<file path="src/inc/rmeq_map.svh">
`ifndef RMEQ_MAP_SVH
`define RMEQ_MAP_SVH

`define RMEQ_ADDR_MISC 8'h0b
`define RMEQ_ADDR_SWING 8'h0c
`define RMEQ_ADDR_EQ 8'h0d

`define RMEQ_TERM_HI 4
`define RMEQ_TERM_LO 3
`define RMEQ_SPEED_BIT 2
`define RMEQ_RATIO_BIT 1
`define RMEQ_TRAIN_BIT 0
`define RMEQ_DSWING_HI 7
`define RMEQ_DSWING_LO 5
`define RMEQ_CSWING_HI 4
`define RMEQ_CSWING_LO 2
`define RMEQ_TAP_HI 1
`define RMEQ_TAP_LO 0
`define RMEQ_DEQ_HI 5
`define RMEQ_DEQ_LO 3
`define RMEQ_CEQ_HI 2
`define RMEQ_CEQ_LO 1
`define RMEQ_HALFDIS_BIT 0

`define RMEQ_TERM_RST 2'h0
`define RMEQ_SWING_RST 3'h0
`define RMEQ_TAP_RST 2'h0
`define RMEQ_DEQ_RST 3'h0
`define RMEQ_CEQ_RST 2'h0
`define RMEQ_TAP_2DB 2'h1

`define RMEQ_SCDC_ADDR 8'ha8
`define RMEQ_SCDC_RATIO_OFS 8'h20
`define RMEQ_SCDC_RATIO_BIT 1

`define RMEQ_CLK_PERIOD_NS 10
`define RMEQ_HPD_LOW_NS 2000000
`define RMEQ_STRAP_LOAD_CYCLES 2'h3

`endif

</file>
<file path="src/inc/rmeq_pkg.sv">
package rmeq_pkg;
  typedef enum logic [2:0] {
    SNP_IDLE,
    SNP_ADDR,
    SNP_SUB,
    SNP_DATA,
    SNP_SKIP
  } rmeq_snoop_state_t;

  typedef logic [7:0] rmeq_byte_t;
endpackage

</file>
<file path="src/logic/rmeq_ddc_snoop.sv">
`timescale 1ns/1ns
`default_nettype none
`include "rmeq_map.svh"
module rmeq_ddc_snoop (
  // Clock and reset
  input wire logic clk_sys_i,
  input wire logic sys_rst_i,
  // Source-side DDC pins, observed only
  input wire logic source_side_ddc_clock_i,
  input wire logic source_side_ddc_data_i,
  // Snooped ratio write
  output logic ratio_write_o,
  output logic ratio_value_o
);
  import rmeq_pkg::*;

  logic scl_s1, scl_s2, scl_s3;
  logic sda_s1, sda_s2, sda_s3;
  logic scl_rise, start_seen, stop_seen, byte_done;
  logic [3:0] bit_cnt;
  rmeq_byte_t shreg, rx_byte, offset;
  rmeq_snoop_state_t state;

  always_ff @(posedge clk_sys_i or posedge sys_rst_i) begin
    if (sys_rst_i) begin
      scl_s1 <= 1'b1;
      scl_s2 <= 1'b1;
      scl_s3 <= 1'b1;
      sda_s1 <= 1'b1;
      sda_s2 <= 1'b1;
      sda_s3 <= 1'b1;
    end else begin
      scl_s1 <= source_side_ddc_clock_i;
      scl_s2 <= scl_s1;
      scl_s3 <= scl_s2;
      sda_s1 <= source_side_ddc_data_i;
      sda_s2 <= sda_s1;
      sda_s3 <= sda_s2;
    end
  end

  assign scl_rise = scl_s2 && !scl_s3;
  assign start_seen = scl_s2 && scl_s3 && sda_s3 && !sda_s2;
  assign stop_seen = scl_s2 && scl_s3 && !sda_s3 && sda_s2;
  assign byte_done = scl_rise && (bit_cnt == 4'h7);
  assign rx_byte = {shreg[6:0], sda_s2};

  // Bit counter runs 0..8; count 8 is the acknowledge slot, which is skipped
  always_ff @(posedge clk_sys_i or posedge sys_rst_i) begin
    if (sys_rst_i) begin
      bit_cnt <= 4'h0;
      shreg <= 8'h00;
    end else if (start_seen || stop_seen) begin
      bit_cnt <= 4'h0;
    end else if (scl_rise) begin
      bit_cnt <= (bit_cnt == 4'h8) ? 4'h0 : bit_cnt + 4'h1;
      if (bit_cnt != 4'h8) begin
        shreg <= rx_byte;
      end
    end
  end

  always_ff @(posedge clk_sys_i or posedge sys_rst_i) begin
    if (sys_rst_i) begin
      state <= SNP_IDLE;
      offset <= 8'h00;
      ratio_write_o <= 1'b0;
      ratio_value_o <= 1'b0;
    end else begin
      ratio_write_o <= 1'b0;
      if (stop_seen) begin
        state <= SNP_IDLE;
      end else if (start_seen) begin
        state <= SNP_ADDR;
      end else if (byte_done) begin
        case (state)
          SNP_ADDR: begin
            state <= (rx_byte == `RMEQ_SCDC_ADDR) ? SNP_SUB : SNP_SKIP;
          end
          SNP_SUB: begin
            offset <= rx_byte;
            state <= SNP_DATA;
          end
          SNP_DATA: begin
            if (offset == `RMEQ_SCDC_RATIO_OFS) begin
              ratio_write_o <= 1'b1;
              ratio_value_o <= rx_byte[`RMEQ_SCDC_RATIO_BIT];
            end
            offset <= offset + 8'h01;
          end
          SNP_IDLE, SNP_SKIP: begin
            state <= state;
          end
          default: begin
            state <= SNP_IDLE;
          end
        endcase
      end
    end
  end
endmodule
`default_nettype wire

</file>
<file path="src/logic/rmeq_regs.sv">
`timescale 1ns/1ns
`default_nettype none
`include "rmeq_map.svh"
module rmeq_regs #(
  parameter int unsigned HPD_LOW_CYCLES = `RMEQ_HPD_LOW_NS / `RMEQ_CLK_PERIOD_NS
) (
  // Clock and reset
  input wire logic clk_sys_i,
  input wire logic sys_rst_i,
  // Register access port from the configuration front end
  input wire logic [7:0] reg_addr_i,
  input wire logic reg_wr_i,
  input wire logic [7:0] reg_wdata_i,
  input wire logic reg_rd_i,
  output logic [7:0] reg_rdata_o,
  // Strap and hot-plug pins
  input wire logic i2c_enable_strap_i,
  input wire logic [1:0] post_cursor_strap_i,
  input wire logic sink_hotplug_input_i,
  // Source-side DDC pins
  input wire logic source_side_ddc_clock_i,
  input wire logic source_side_ddc_data_i,
  // Device state from the same clock domain
  input wire logic apply_link_settings_strobe_i,
  input wire logic powered_down_i,
  input wire logic clock_present_i,
  input wire logic retimer_mode_i,
  // Applied link settings
  output logic [1:0] transmit_termination_select_o,
  output logic [2:0] data_swing_adjust_o,
  output logic [2:0] clock_swing_adjust_o,
  output logic [1:0] post_cursor_tap_weight_o,
  output logic [2:0] data_eq_code_o,
  output logic [1:0] clock_eq_code_o,
  // Decoded analog settings
  output logic [7:0] data_swing_pct_o,
  output logic [7:0] clock_swing_pct_o,
  output logic deemphasis_2db_o,
  output logic [5:0] data_eq_gain_o,
  output logic [5:0] clock_eq_gain_o,
  output logic clock_half_amplitude_o,
  // Control and status
  output logic ddc_bridge_speed_select_o,
  output logic ddc_training_disable_o,
  output logic clock_ratio_status_o
);
  import rmeq_pkg::*;

  localparam int CW = $clog2(HPD_LOW_CYCLES + 1);

  // Swing adjustment in percent, two's complement
  function automatic rmeq_byte_t swing_pct(input logic [2:0] code);
    case (code)
      3'h1: swing_pct = 8'h07;
      3'h2: swing_pct = 8'h0e;
      3'h3: swing_pct = 8'h15;
      3'h4: swing_pct = 8'he2;
      3'h5: swing_pct = 8'heb;
      3'h6: swing_pct = 8'hf2;
      3'h7: swing_pct = 8'hf9;
      default: swing_pct = 8'h00;
    endcase
  endfunction

  // Data lane gain in half-dB steps
  function automatic logic [5:0] data_eq_gain(input logic [2:0] code, input logic hdmi2);
    case (code)
      3'h1: data_eq_gain = hdmi2 ? 6'h06 : 6'h09;
      3'h2: data_eq_gain = hdmi2 ? 6'h0a : 6'h0d;
      3'h3: data_eq_gain = hdmi2 ? 6'h0f : 6'h11;
      3'h4: data_eq_gain = hdmi2 ? 6'h13 : 6'h15;
      3'h5: data_eq_gain = hdmi2 ? 6'h16 : 6'h18;
      3'h6: data_eq_gain = hdmi2 ? 6'h1a : 6'h1c;
      3'h7: data_eq_gain = hdmi2 ? 6'h1d : 6'h21;
      default: data_eq_gain = 6'h00;
    endcase
  endfunction

  // Clock lane gain in half-dB steps; reserved legacy code gives no gain
  function automatic logic [5:0] clock_eq_gain(input logic [1:0] code, input logic hdmi2);
    case (code)
      2'h1: clock_eq_gain = 6'h03;
      2'h2: clock_eq_gain = 6'h06;
      2'h3: clock_eq_gain = hdmi2 ? 6'h09 : 6'h00;
      default: clock_eq_gain = 6'h00;
    endcase
  endfunction

  logic i2c_en_s1, i2c_en_s2;
  logic [1:0] tap_pin_s1, tap_pin_s2;
  logic hpd_s1, hpd_s2;
  logic [1:0] strap_cnt;
  logic strap_load;
  logic [CW-1:0] hpd_low_cnt;
  logic hpd_timeout;
  logic snoop_wr, snoop_val;
  logic wr_misc, wr_swing, wr_eq, apply_now;

  logic [1:0] staged_term;
  logic speed_sel;
  logic ratio_status;
  logic train_dis;
  logic [2:0] staged_dswing;
  logic [2:0] staged_cswing;
  logic [1:0] staged_tap;
  logic [2:0] staged_deq;
  logic [1:0] staged_ceq;
  logic half_dis;

  assign wr_misc = reg_wr_i && (reg_addr_i == `RMEQ_ADDR_MISC);
  assign wr_swing = reg_wr_i && (reg_addr_i == `RMEQ_ADDR_SWING);
  assign wr_eq = reg_wr_i && (reg_addr_i == `RMEQ_ADDR_EQ);

  // Pin synchronisers
  always_ff @(posedge clk_sys_i or posedge sys_rst_i) begin
    if (sys_rst_i) begin
      i2c_en_s1 <= 1'b0;
      i2c_en_s2 <= 1'b0;
      tap_pin_s1 <= 2'h0;
      tap_pin_s2 <= 2'h0;
      hpd_s1 <= 1'b0;
      hpd_s2 <= 1'b0;
    end else begin
      i2c_en_s1 <= i2c_enable_strap_i;
      i2c_en_s2 <= i2c_en_s1;
      tap_pin_s1 <= post_cursor_strap_i;
      tap_pin_s2 <= tap_pin_s1;
      hpd_s1 <= sink_hotplug_input_i;
      hpd_s2 <= hpd_s1;
    end
  end

  // Straps are copied for the first cycles after release, once synchronised
  always_ff @(posedge clk_sys_i or posedge sys_rst_i) begin
    if (sys_rst_i) begin
      strap_cnt <= 2'h0;
    end else if (strap_cnt != `RMEQ_STRAP_LOAD_CYCLES) begin
      strap_cnt <= strap_cnt + 2'h1;
    end
  end
  assign strap_load = (strap_cnt != `RMEQ_STRAP_LOAD_CYCLES);

  // Hot-plug low timer, saturating
  always_ff @(posedge clk_sys_i or posedge sys_rst_i) begin
    if (sys_rst_i) begin
      hpd_low_cnt <= '0;
    end else if (hpd_s2) begin
      hpd_low_cnt <= '0;
    end else if (hpd_low_cnt != CW'(HPD_LOW_CYCLES)) begin
      hpd_low_cnt <= hpd_low_cnt + CW'(1);
    end
  end
  // Only the second synchroniser stage feeds logic; the first may still be settling
  assign hpd_timeout = !hpd_s2 && (hpd_low_cnt == CW'(HPD_LOW_CYCLES));

  rmeq_ddc_snoop u_snoop (
    .clk_sys_i(clk_sys_i),
    .sys_rst_i(sys_rst_i),
    .source_side_ddc_clock_i(source_side_ddc_clock_i),
    .source_side_ddc_data_i(source_side_ddc_data_i),
    .ratio_write_o(snoop_wr),
    .ratio_value_o(snoop_val)
  );

  // Snoop wins over the timeout clear; a register write forces only when training is off
  always_ff @(posedge clk_sys_i or posedge sys_rst_i) begin
    if (sys_rst_i) begin
      ratio_status <= 1'b0;
    end else if (snoop_wr) begin
      ratio_status <= snoop_val;
    end else if (hpd_timeout) begin
      ratio_status <= 1'b0;
    end else if (wr_misc && train_dis) begin
      ratio_status <= reg_wdata_i[`RMEQ_RATIO_BIT];
    end
  end

  // Misc register fields other than the ratio status
  always_ff @(posedge clk_sys_i or posedge sys_rst_i) begin
    if (sys_rst_i) begin
      staged_term <= `RMEQ_TERM_RST;
      speed_sel <= 1'b0;
      train_dis <= 1'b0;
    end else if (wr_misc) begin
      staged_term <= reg_wdata_i[`RMEQ_TERM_HI:`RMEQ_TERM_LO];
      speed_sel <= reg_wdata_i[`RMEQ_SPEED_BIT];
      train_dis <= reg_wdata_i[`RMEQ_TRAIN_BIT];
    end
  end

  // Swing fields; the tap field is kept apart because the strap can own it
  always_ff @(posedge clk_sys_i or posedge sys_rst_i) begin
    if (sys_rst_i) begin
      staged_dswing <= `RMEQ_SWING_RST;
      staged_cswing <= `RMEQ_SWING_RST;
    end else if (wr_swing) begin
      staged_dswing <= reg_wdata_i[`RMEQ_DSWING_HI:`RMEQ_DSWING_LO];
      staged_cswing <= reg_wdata_i[`RMEQ_CSWING_HI:`RMEQ_CSWING_LO];
    end
  end

  always_ff @(posedge clk_sys_i or posedge sys_rst_i) begin
    if (sys_rst_i) begin
      staged_tap <= `RMEQ_TAP_RST;
    end else if (strap_load || !i2c_en_s2) begin
      staged_tap <= tap_pin_s2;
    end else if (wr_swing) begin
      staged_tap <= reg_wdata_i[`RMEQ_TAP_HI:`RMEQ_TAP_LO];
    end
  end

  // Equalization fields and the clock half-amplitude disable
  always_ff @(posedge clk_sys_i or posedge sys_rst_i) begin
    if (sys_rst_i) begin
      staged_deq <= `RMEQ_DEQ_RST;
      staged_ceq <= `RMEQ_CEQ_RST;
      half_dis <= 1'b0;
    end else if (wr_eq) begin
      staged_deq <= reg_wdata_i[`RMEQ_DEQ_HI:`RMEQ_DEQ_LO];
      staged_ceq <= reg_wdata_i[`RMEQ_CEQ_HI:`RMEQ_CEQ_LO];
      half_dis <= reg_wdata_i[`RMEQ_HALFDIS_BIT];
    end
  end

  // Staged link settings reach the lanes on apply, or at once while the link is idle
  assign apply_now = apply_link_settings_strobe_i
    || !hpd_s2
    || powered_down_i
    || !clock_present_i;

  always_ff @(posedge clk_sys_i or posedge sys_rst_i) begin
    if (sys_rst_i) begin
      transmit_termination_select_o <= `RMEQ_TERM_RST;
      data_swing_adjust_o <= `RMEQ_SWING_RST;
      clock_swing_adjust_o <= `RMEQ_SWING_RST;
      post_cursor_tap_weight_o <= `RMEQ_TAP_RST;
      data_eq_code_o <= `RMEQ_DEQ_RST;
      clock_eq_code_o <= `RMEQ_CEQ_RST;
      data_swing_pct_o <= 8'h00;
      clock_swing_pct_o <= 8'h00;
    end else if (apply_now) begin
      transmit_termination_select_o <= staged_term;
      data_swing_adjust_o <= staged_dswing;
      clock_swing_adjust_o <= staged_cswing;
      post_cursor_tap_weight_o <= staged_tap;
      data_eq_code_o <= staged_deq;
      clock_eq_code_o <= staged_ceq;
      data_swing_pct_o <= swing_pct(staged_dswing);
      clock_swing_pct_o <= swing_pct(staged_cswing);
    end
  end

  // Decodes that depend on the live clock-ratio or retimer mode
  always_ff @(posedge clk_sys_i or posedge sys_rst_i) begin
    if (sys_rst_i) begin
      deemphasis_2db_o <= 1'b0;
      data_eq_gain_o <= 6'h00;
      clock_eq_gain_o <= 6'h00;
      clock_half_amplitude_o <= 1'b0;
    end else begin
      deemphasis_2db_o <= retimer_mode_i && (post_cursor_tap_weight_o == `RMEQ_TAP_2DB);
      data_eq_gain_o <= data_eq_gain(data_eq_code_o, ratio_status);
      clock_eq_gain_o <= clock_eq_gain(clock_eq_code_o, ratio_status);
      clock_half_amplitude_o <= ratio_status && !half_dis;
    end
  end

  // Register bits seen by the rest of the device, one flop later
  always_ff @(posedge clk_sys_i or posedge sys_rst_i) begin
    if (sys_rst_i) begin
      ddc_bridge_speed_select_o <= 1'b0;
      ddc_training_disable_o <= 1'b0;
      clock_ratio_status_o <= 1'b0;
    end else begin
      ddc_bridge_speed_select_o <= speed_sel;
      ddc_training_disable_o <= train_dis;
      clock_ratio_status_o <= ratio_status;
    end
  end

  // Read port; unmapped offsets and reserved bits read zero
  always_ff @(posedge clk_sys_i or posedge sys_rst_i) begin
    if (sys_rst_i) begin
      reg_rdata_o <= 8'h00;
    end else if (reg_rd_i) begin
      case (reg_addr_i)
        `RMEQ_ADDR_MISC: begin
          reg_rdata_o <= {3'h0, staged_term, speed_sel, ratio_status, train_dis};
        end
        `RMEQ_ADDR_SWING: begin
          reg_rdata_o <= {staged_dswing, staged_cswing, staged_tap};
        end
        `RMEQ_ADDR_EQ: begin
          reg_rdata_o <= {2'h0, staged_deq, staged_ceq, half_dis};
        end
        default: begin
          reg_rdata_o <= 8'h00;
        end
      endcase
    end
  end
endmodule
`default_nettype wire

</file>
<file path="config.mk">
export PLATFORM = sky130hd
export DESIGN_NAME = rmeq_regs
export DESIGN_NICKNAME = d
export VERILOG_FILES = /design/src/inc/rmeq_pkg.sv /design/src/logic/rmeq_ddc_snoop.sv /design/src/logic/rmeq_regs.sv
export VERILOG_INCLUDE_DIRS = /design/src /design/src/inc
export SDC_FILE = /design/constraint.sdc
export NUM_CORES = 1
export LEC_CHECK = 0
export ABC_AREA = 1
export BUFFER_PORTS_ARGS = -buffer_cell sky130_fd_sc_hd__buf_2
export CAP_MARGIN = 20
export CORE_UTILIZATION = 56
export DETAILED_ROUTE_END_ITERATION = 12
export PLACE_DENSITY = 0.79
export SKIP_CTS_REPAIR_TIMING = 1
export SLEW_MARGIN = 20
export SYNTH_ARGS = -nofsm -noshare
export SYNTH_HDL_FRONTEND = slang
export SYNTH_SLANG_ARGS = --single-unit
</file>
<file path="constraint.sdc">
create_clock -name clk_sys_i -period 7.04 [get_ports clk_sys_i]
set_input_delay 0.352 -clock clk_sys_i [delete_from_list [all_inputs] [get_ports clk_sys_i]]
set_output_delay 0.352 -clock clk_sys_i [all_outputs]
set_load 0.005 [all_outputs]
</file>
==> reports/results.txt <==
share of power burned in registers: 47.8%
Peak Freq: 0.475 GHz
Netlist Area Pre-Place: 5690 µm²
Sum Neg Setup Slack: 0 ns
PwrDens: 254 nW/µm²
Power Internal: 1.26 mW
status: finished with violations
Design Power: 1.71 mW
Syn Inst Count: 646
Post-Route WL: 12.4 mm
final setup fails: 0
Max Cap Viol: 0
Worst VDD drop: 0.182 mV
nature of the critical path startpoint: flop
clock slew at reported path FFs: 0.06 ns
vias per cell: 5.36
ANT cells: 0
CORE AREA: 9820 µm²
r2r setup slk: 4.93 ns
Tmin final: 2.11 ns
Initial Util: 58.0%
Die X: 103 µm
Residual DRC: 0
Switching Share: 26.1%
Slew Limit Fails: 0
reg2reg start: hpd_s2
Seq/Total Area, Yosys: 56.0%
Worst Setup EP: clock_swing_pct_o[3]
Die Ht: 103 µm
syn_area_per_cell: 8.81 µm²
WL/cell: 14.1 µm
Iter 0 DRT Violations: 236
worst path cell trace: nand3_2 > inv_1 > nor2_1 > a21oi_1 > o21ai_0
Final GP Congestion: 0.854
CP Class: reg2reg
initial antenna violation count: 0
first-pass GRT wire length: 19.9 mm
largest net degree at the start of global routing: 65
ys flop type: dfrtp_1
CP required: 7.44 ns
Clock Power Share: 44.1%
Yosys reg bits: 127
I/O Pins: 86
share of layout cells above drive strength 1: 20.2%
CTS tree: done
GRT Residual Overflow: 0
NetSw: 446 µW
HPWL after DPL: 8.47 mm
worst min path class: in2async
failing checks: negative hold slack
total leakage power: 3.44 nW
number of synthesized flops with an enable pin: 0
synthesis-to-finish area growth: 18.1%
worst hold margin: -0.0254 ns
clk_skew: 0.00818 ns
Synth async-reset ratio: 100%
crit path DAT: 2.51 ns
final net count: 776
crit path launch: hpd_s2
CP max stage delay: 0.64 ns
RSZ-0062 raised after global routing: false
CP max stage cell: inv_1
Slew @ Worst Pin: 0.803 ns
relative slew slack: 46.4%
Initial DRT Pass Iterations: 5
CTS Buf Count: 17
vias in the first global route: 4373
Logic pwr share: 8.1%
CP Max Fanout: 26
H-tree depth: 4
Root Buffer: clkbuf_8
final hold vios: 41
Ys Warns: 0
synth unique cells: 41
post-route ant nets: 0
R2R depth: 5
die area: 10600 µm²
row count: 36
port bufs: 83
RR Endpoint: clock_swing_pct_o[3]
deepest clock path buffer count: 2
fin crit share: 29.9%
Via Count: 4719
clk_lat worst skew: 0.52 ns
Crit. End Element: flop
CTS sink cnt: 127
Tot GR Track Use: 24.9%
cell usage after synthesis, types with 5 or more instances:
master	count	area [µm²]
buf_4	10	75.1
nand4_1	6	37.5
dfrtp_1	121	3030
nand2_1	163	612
a21oi_1	22	110
o21ai_0	46	230
buf_2	5	25.0
inv_1	72	270
dfstp_2	6	158
xnor2_1	5	43.8
ha_1	10	125
o21ai_2	10	87.6
nand3_1	46	230
nor2_1	67	251
power by group through the flow:
stage	clock [mW]	sequential [mW]	combinational, mW
global placement	0	0.824	0.129
global route	0.790	0.821	0.161
floorplan	0	0.818	0.0878
CTS	0.759	0.815	0.138
finish	0.753	0.816	0.138
detailed placement	0	0.827	0.136
layout make-up:
class / count / area, µm²
fillers: 771 / 3090
clock buffers: 18 / 418
repair buffers: 90 / 483
flip-flops and latches: 127 / 3190
clock inverters: 13 / 92.6
inverters: 74 / 280
well taps: 133 / 166
multi-input cells: 426 / 2100
cell usage in the layout, fill, tap and decap left out, drive strengths merged:
cell and n:
nand2 167, dfrtp 121, buf 84, inv 75, nor2 72, o21ai 60
nand3 50, a21oi 24, clkbuf 18, ha 10, clkinv 10, nand4 6
dlygate4sd3 6, dfstp 6, nor3 6, xnor2 5, o21a 4, xor2 3
o22ai 3, o211ai 2, nor4 2, o31ai 2, conb 2, clkinvlp 2
a22oi 1, nor3b 1, and2 1, nand3b 1, a31oi 1, o211a 1
and3 1, mux2 1
stage by stage:
step	std cells	setup slack [ns]	util [%]	instance area [µm²]
2_1_floorplan	647	3.31	-	5700
3_3_place_gp	844	5.02	62.7	6150
3_5_place_dp	844	4.94	62.7	6150
4_1_cts	875	4.93	67.9	6670
5_1_grt	881	4.61	68.5	6730
6_report	881	4.93	68.5	6730
flip-flops by register name (all words and copies together), names as in the netlist, 4 cells and up:
register	count
u_snoop.shreg	7
hpd_low_cnt	18
clock_swing_pct_o	6
u_snoop.offset	8
reg_rdata_o	8
data_eq_gain_o	6
data_swing_pct_o	6
u_snoop.bit_cnt	4
clock_eq_gain_o	4
worst min-delay path by stage:
stage | to | slack (ns) | depth (start not counted)
floorplan | hpd_s2 | 0.33 | 0
global placement | tap_pin_s2[1] | 0.33 | 0
detailed placement | tap_pin_s2[0] | 0.33 | 0
CTS | u_snoop.sda_s1 | -0.09 | 1
global route | u_snoop.shreg[2] | 0.05 | 2
finish | hpd_s1 | -0.03 | 2
cell families after synthesis:
| kind of cell | Yosys count | share of synthesized area, % |
|---|---|---|
| compound gates | 98 | 9.98 |
| other cells | 1 | 0.0659 |
| flops | 127 | 56.0 |
| mux | 1 | 0.198 |
| buf+inv | 94 | 7.23 |
| fa+ha+maj | 10 | 2.20 |
| xor+xnor | 8 | 1.23 |
| simple gates | 307 | 23.1 |
worst max-delay path, delay by kind of cell, from the launching register on:
kind                   cells  cell delay, ns
buffers and inverters      1            0.64
and+or+nand+nor            2            0.60
DFF                        1            0.52
AOI/OAI and AO/OA          2            0.22
metal layers:
layer	up-vias	GRT usage (%)	wire [µm]
met5	-	0	0
met4	0	10.8	276
met3	31	6.17	590
met2	166	41.5	6060
met1	2278	31.0	5490
li1	2244	-	-
(Power assumes the default switching activity.)
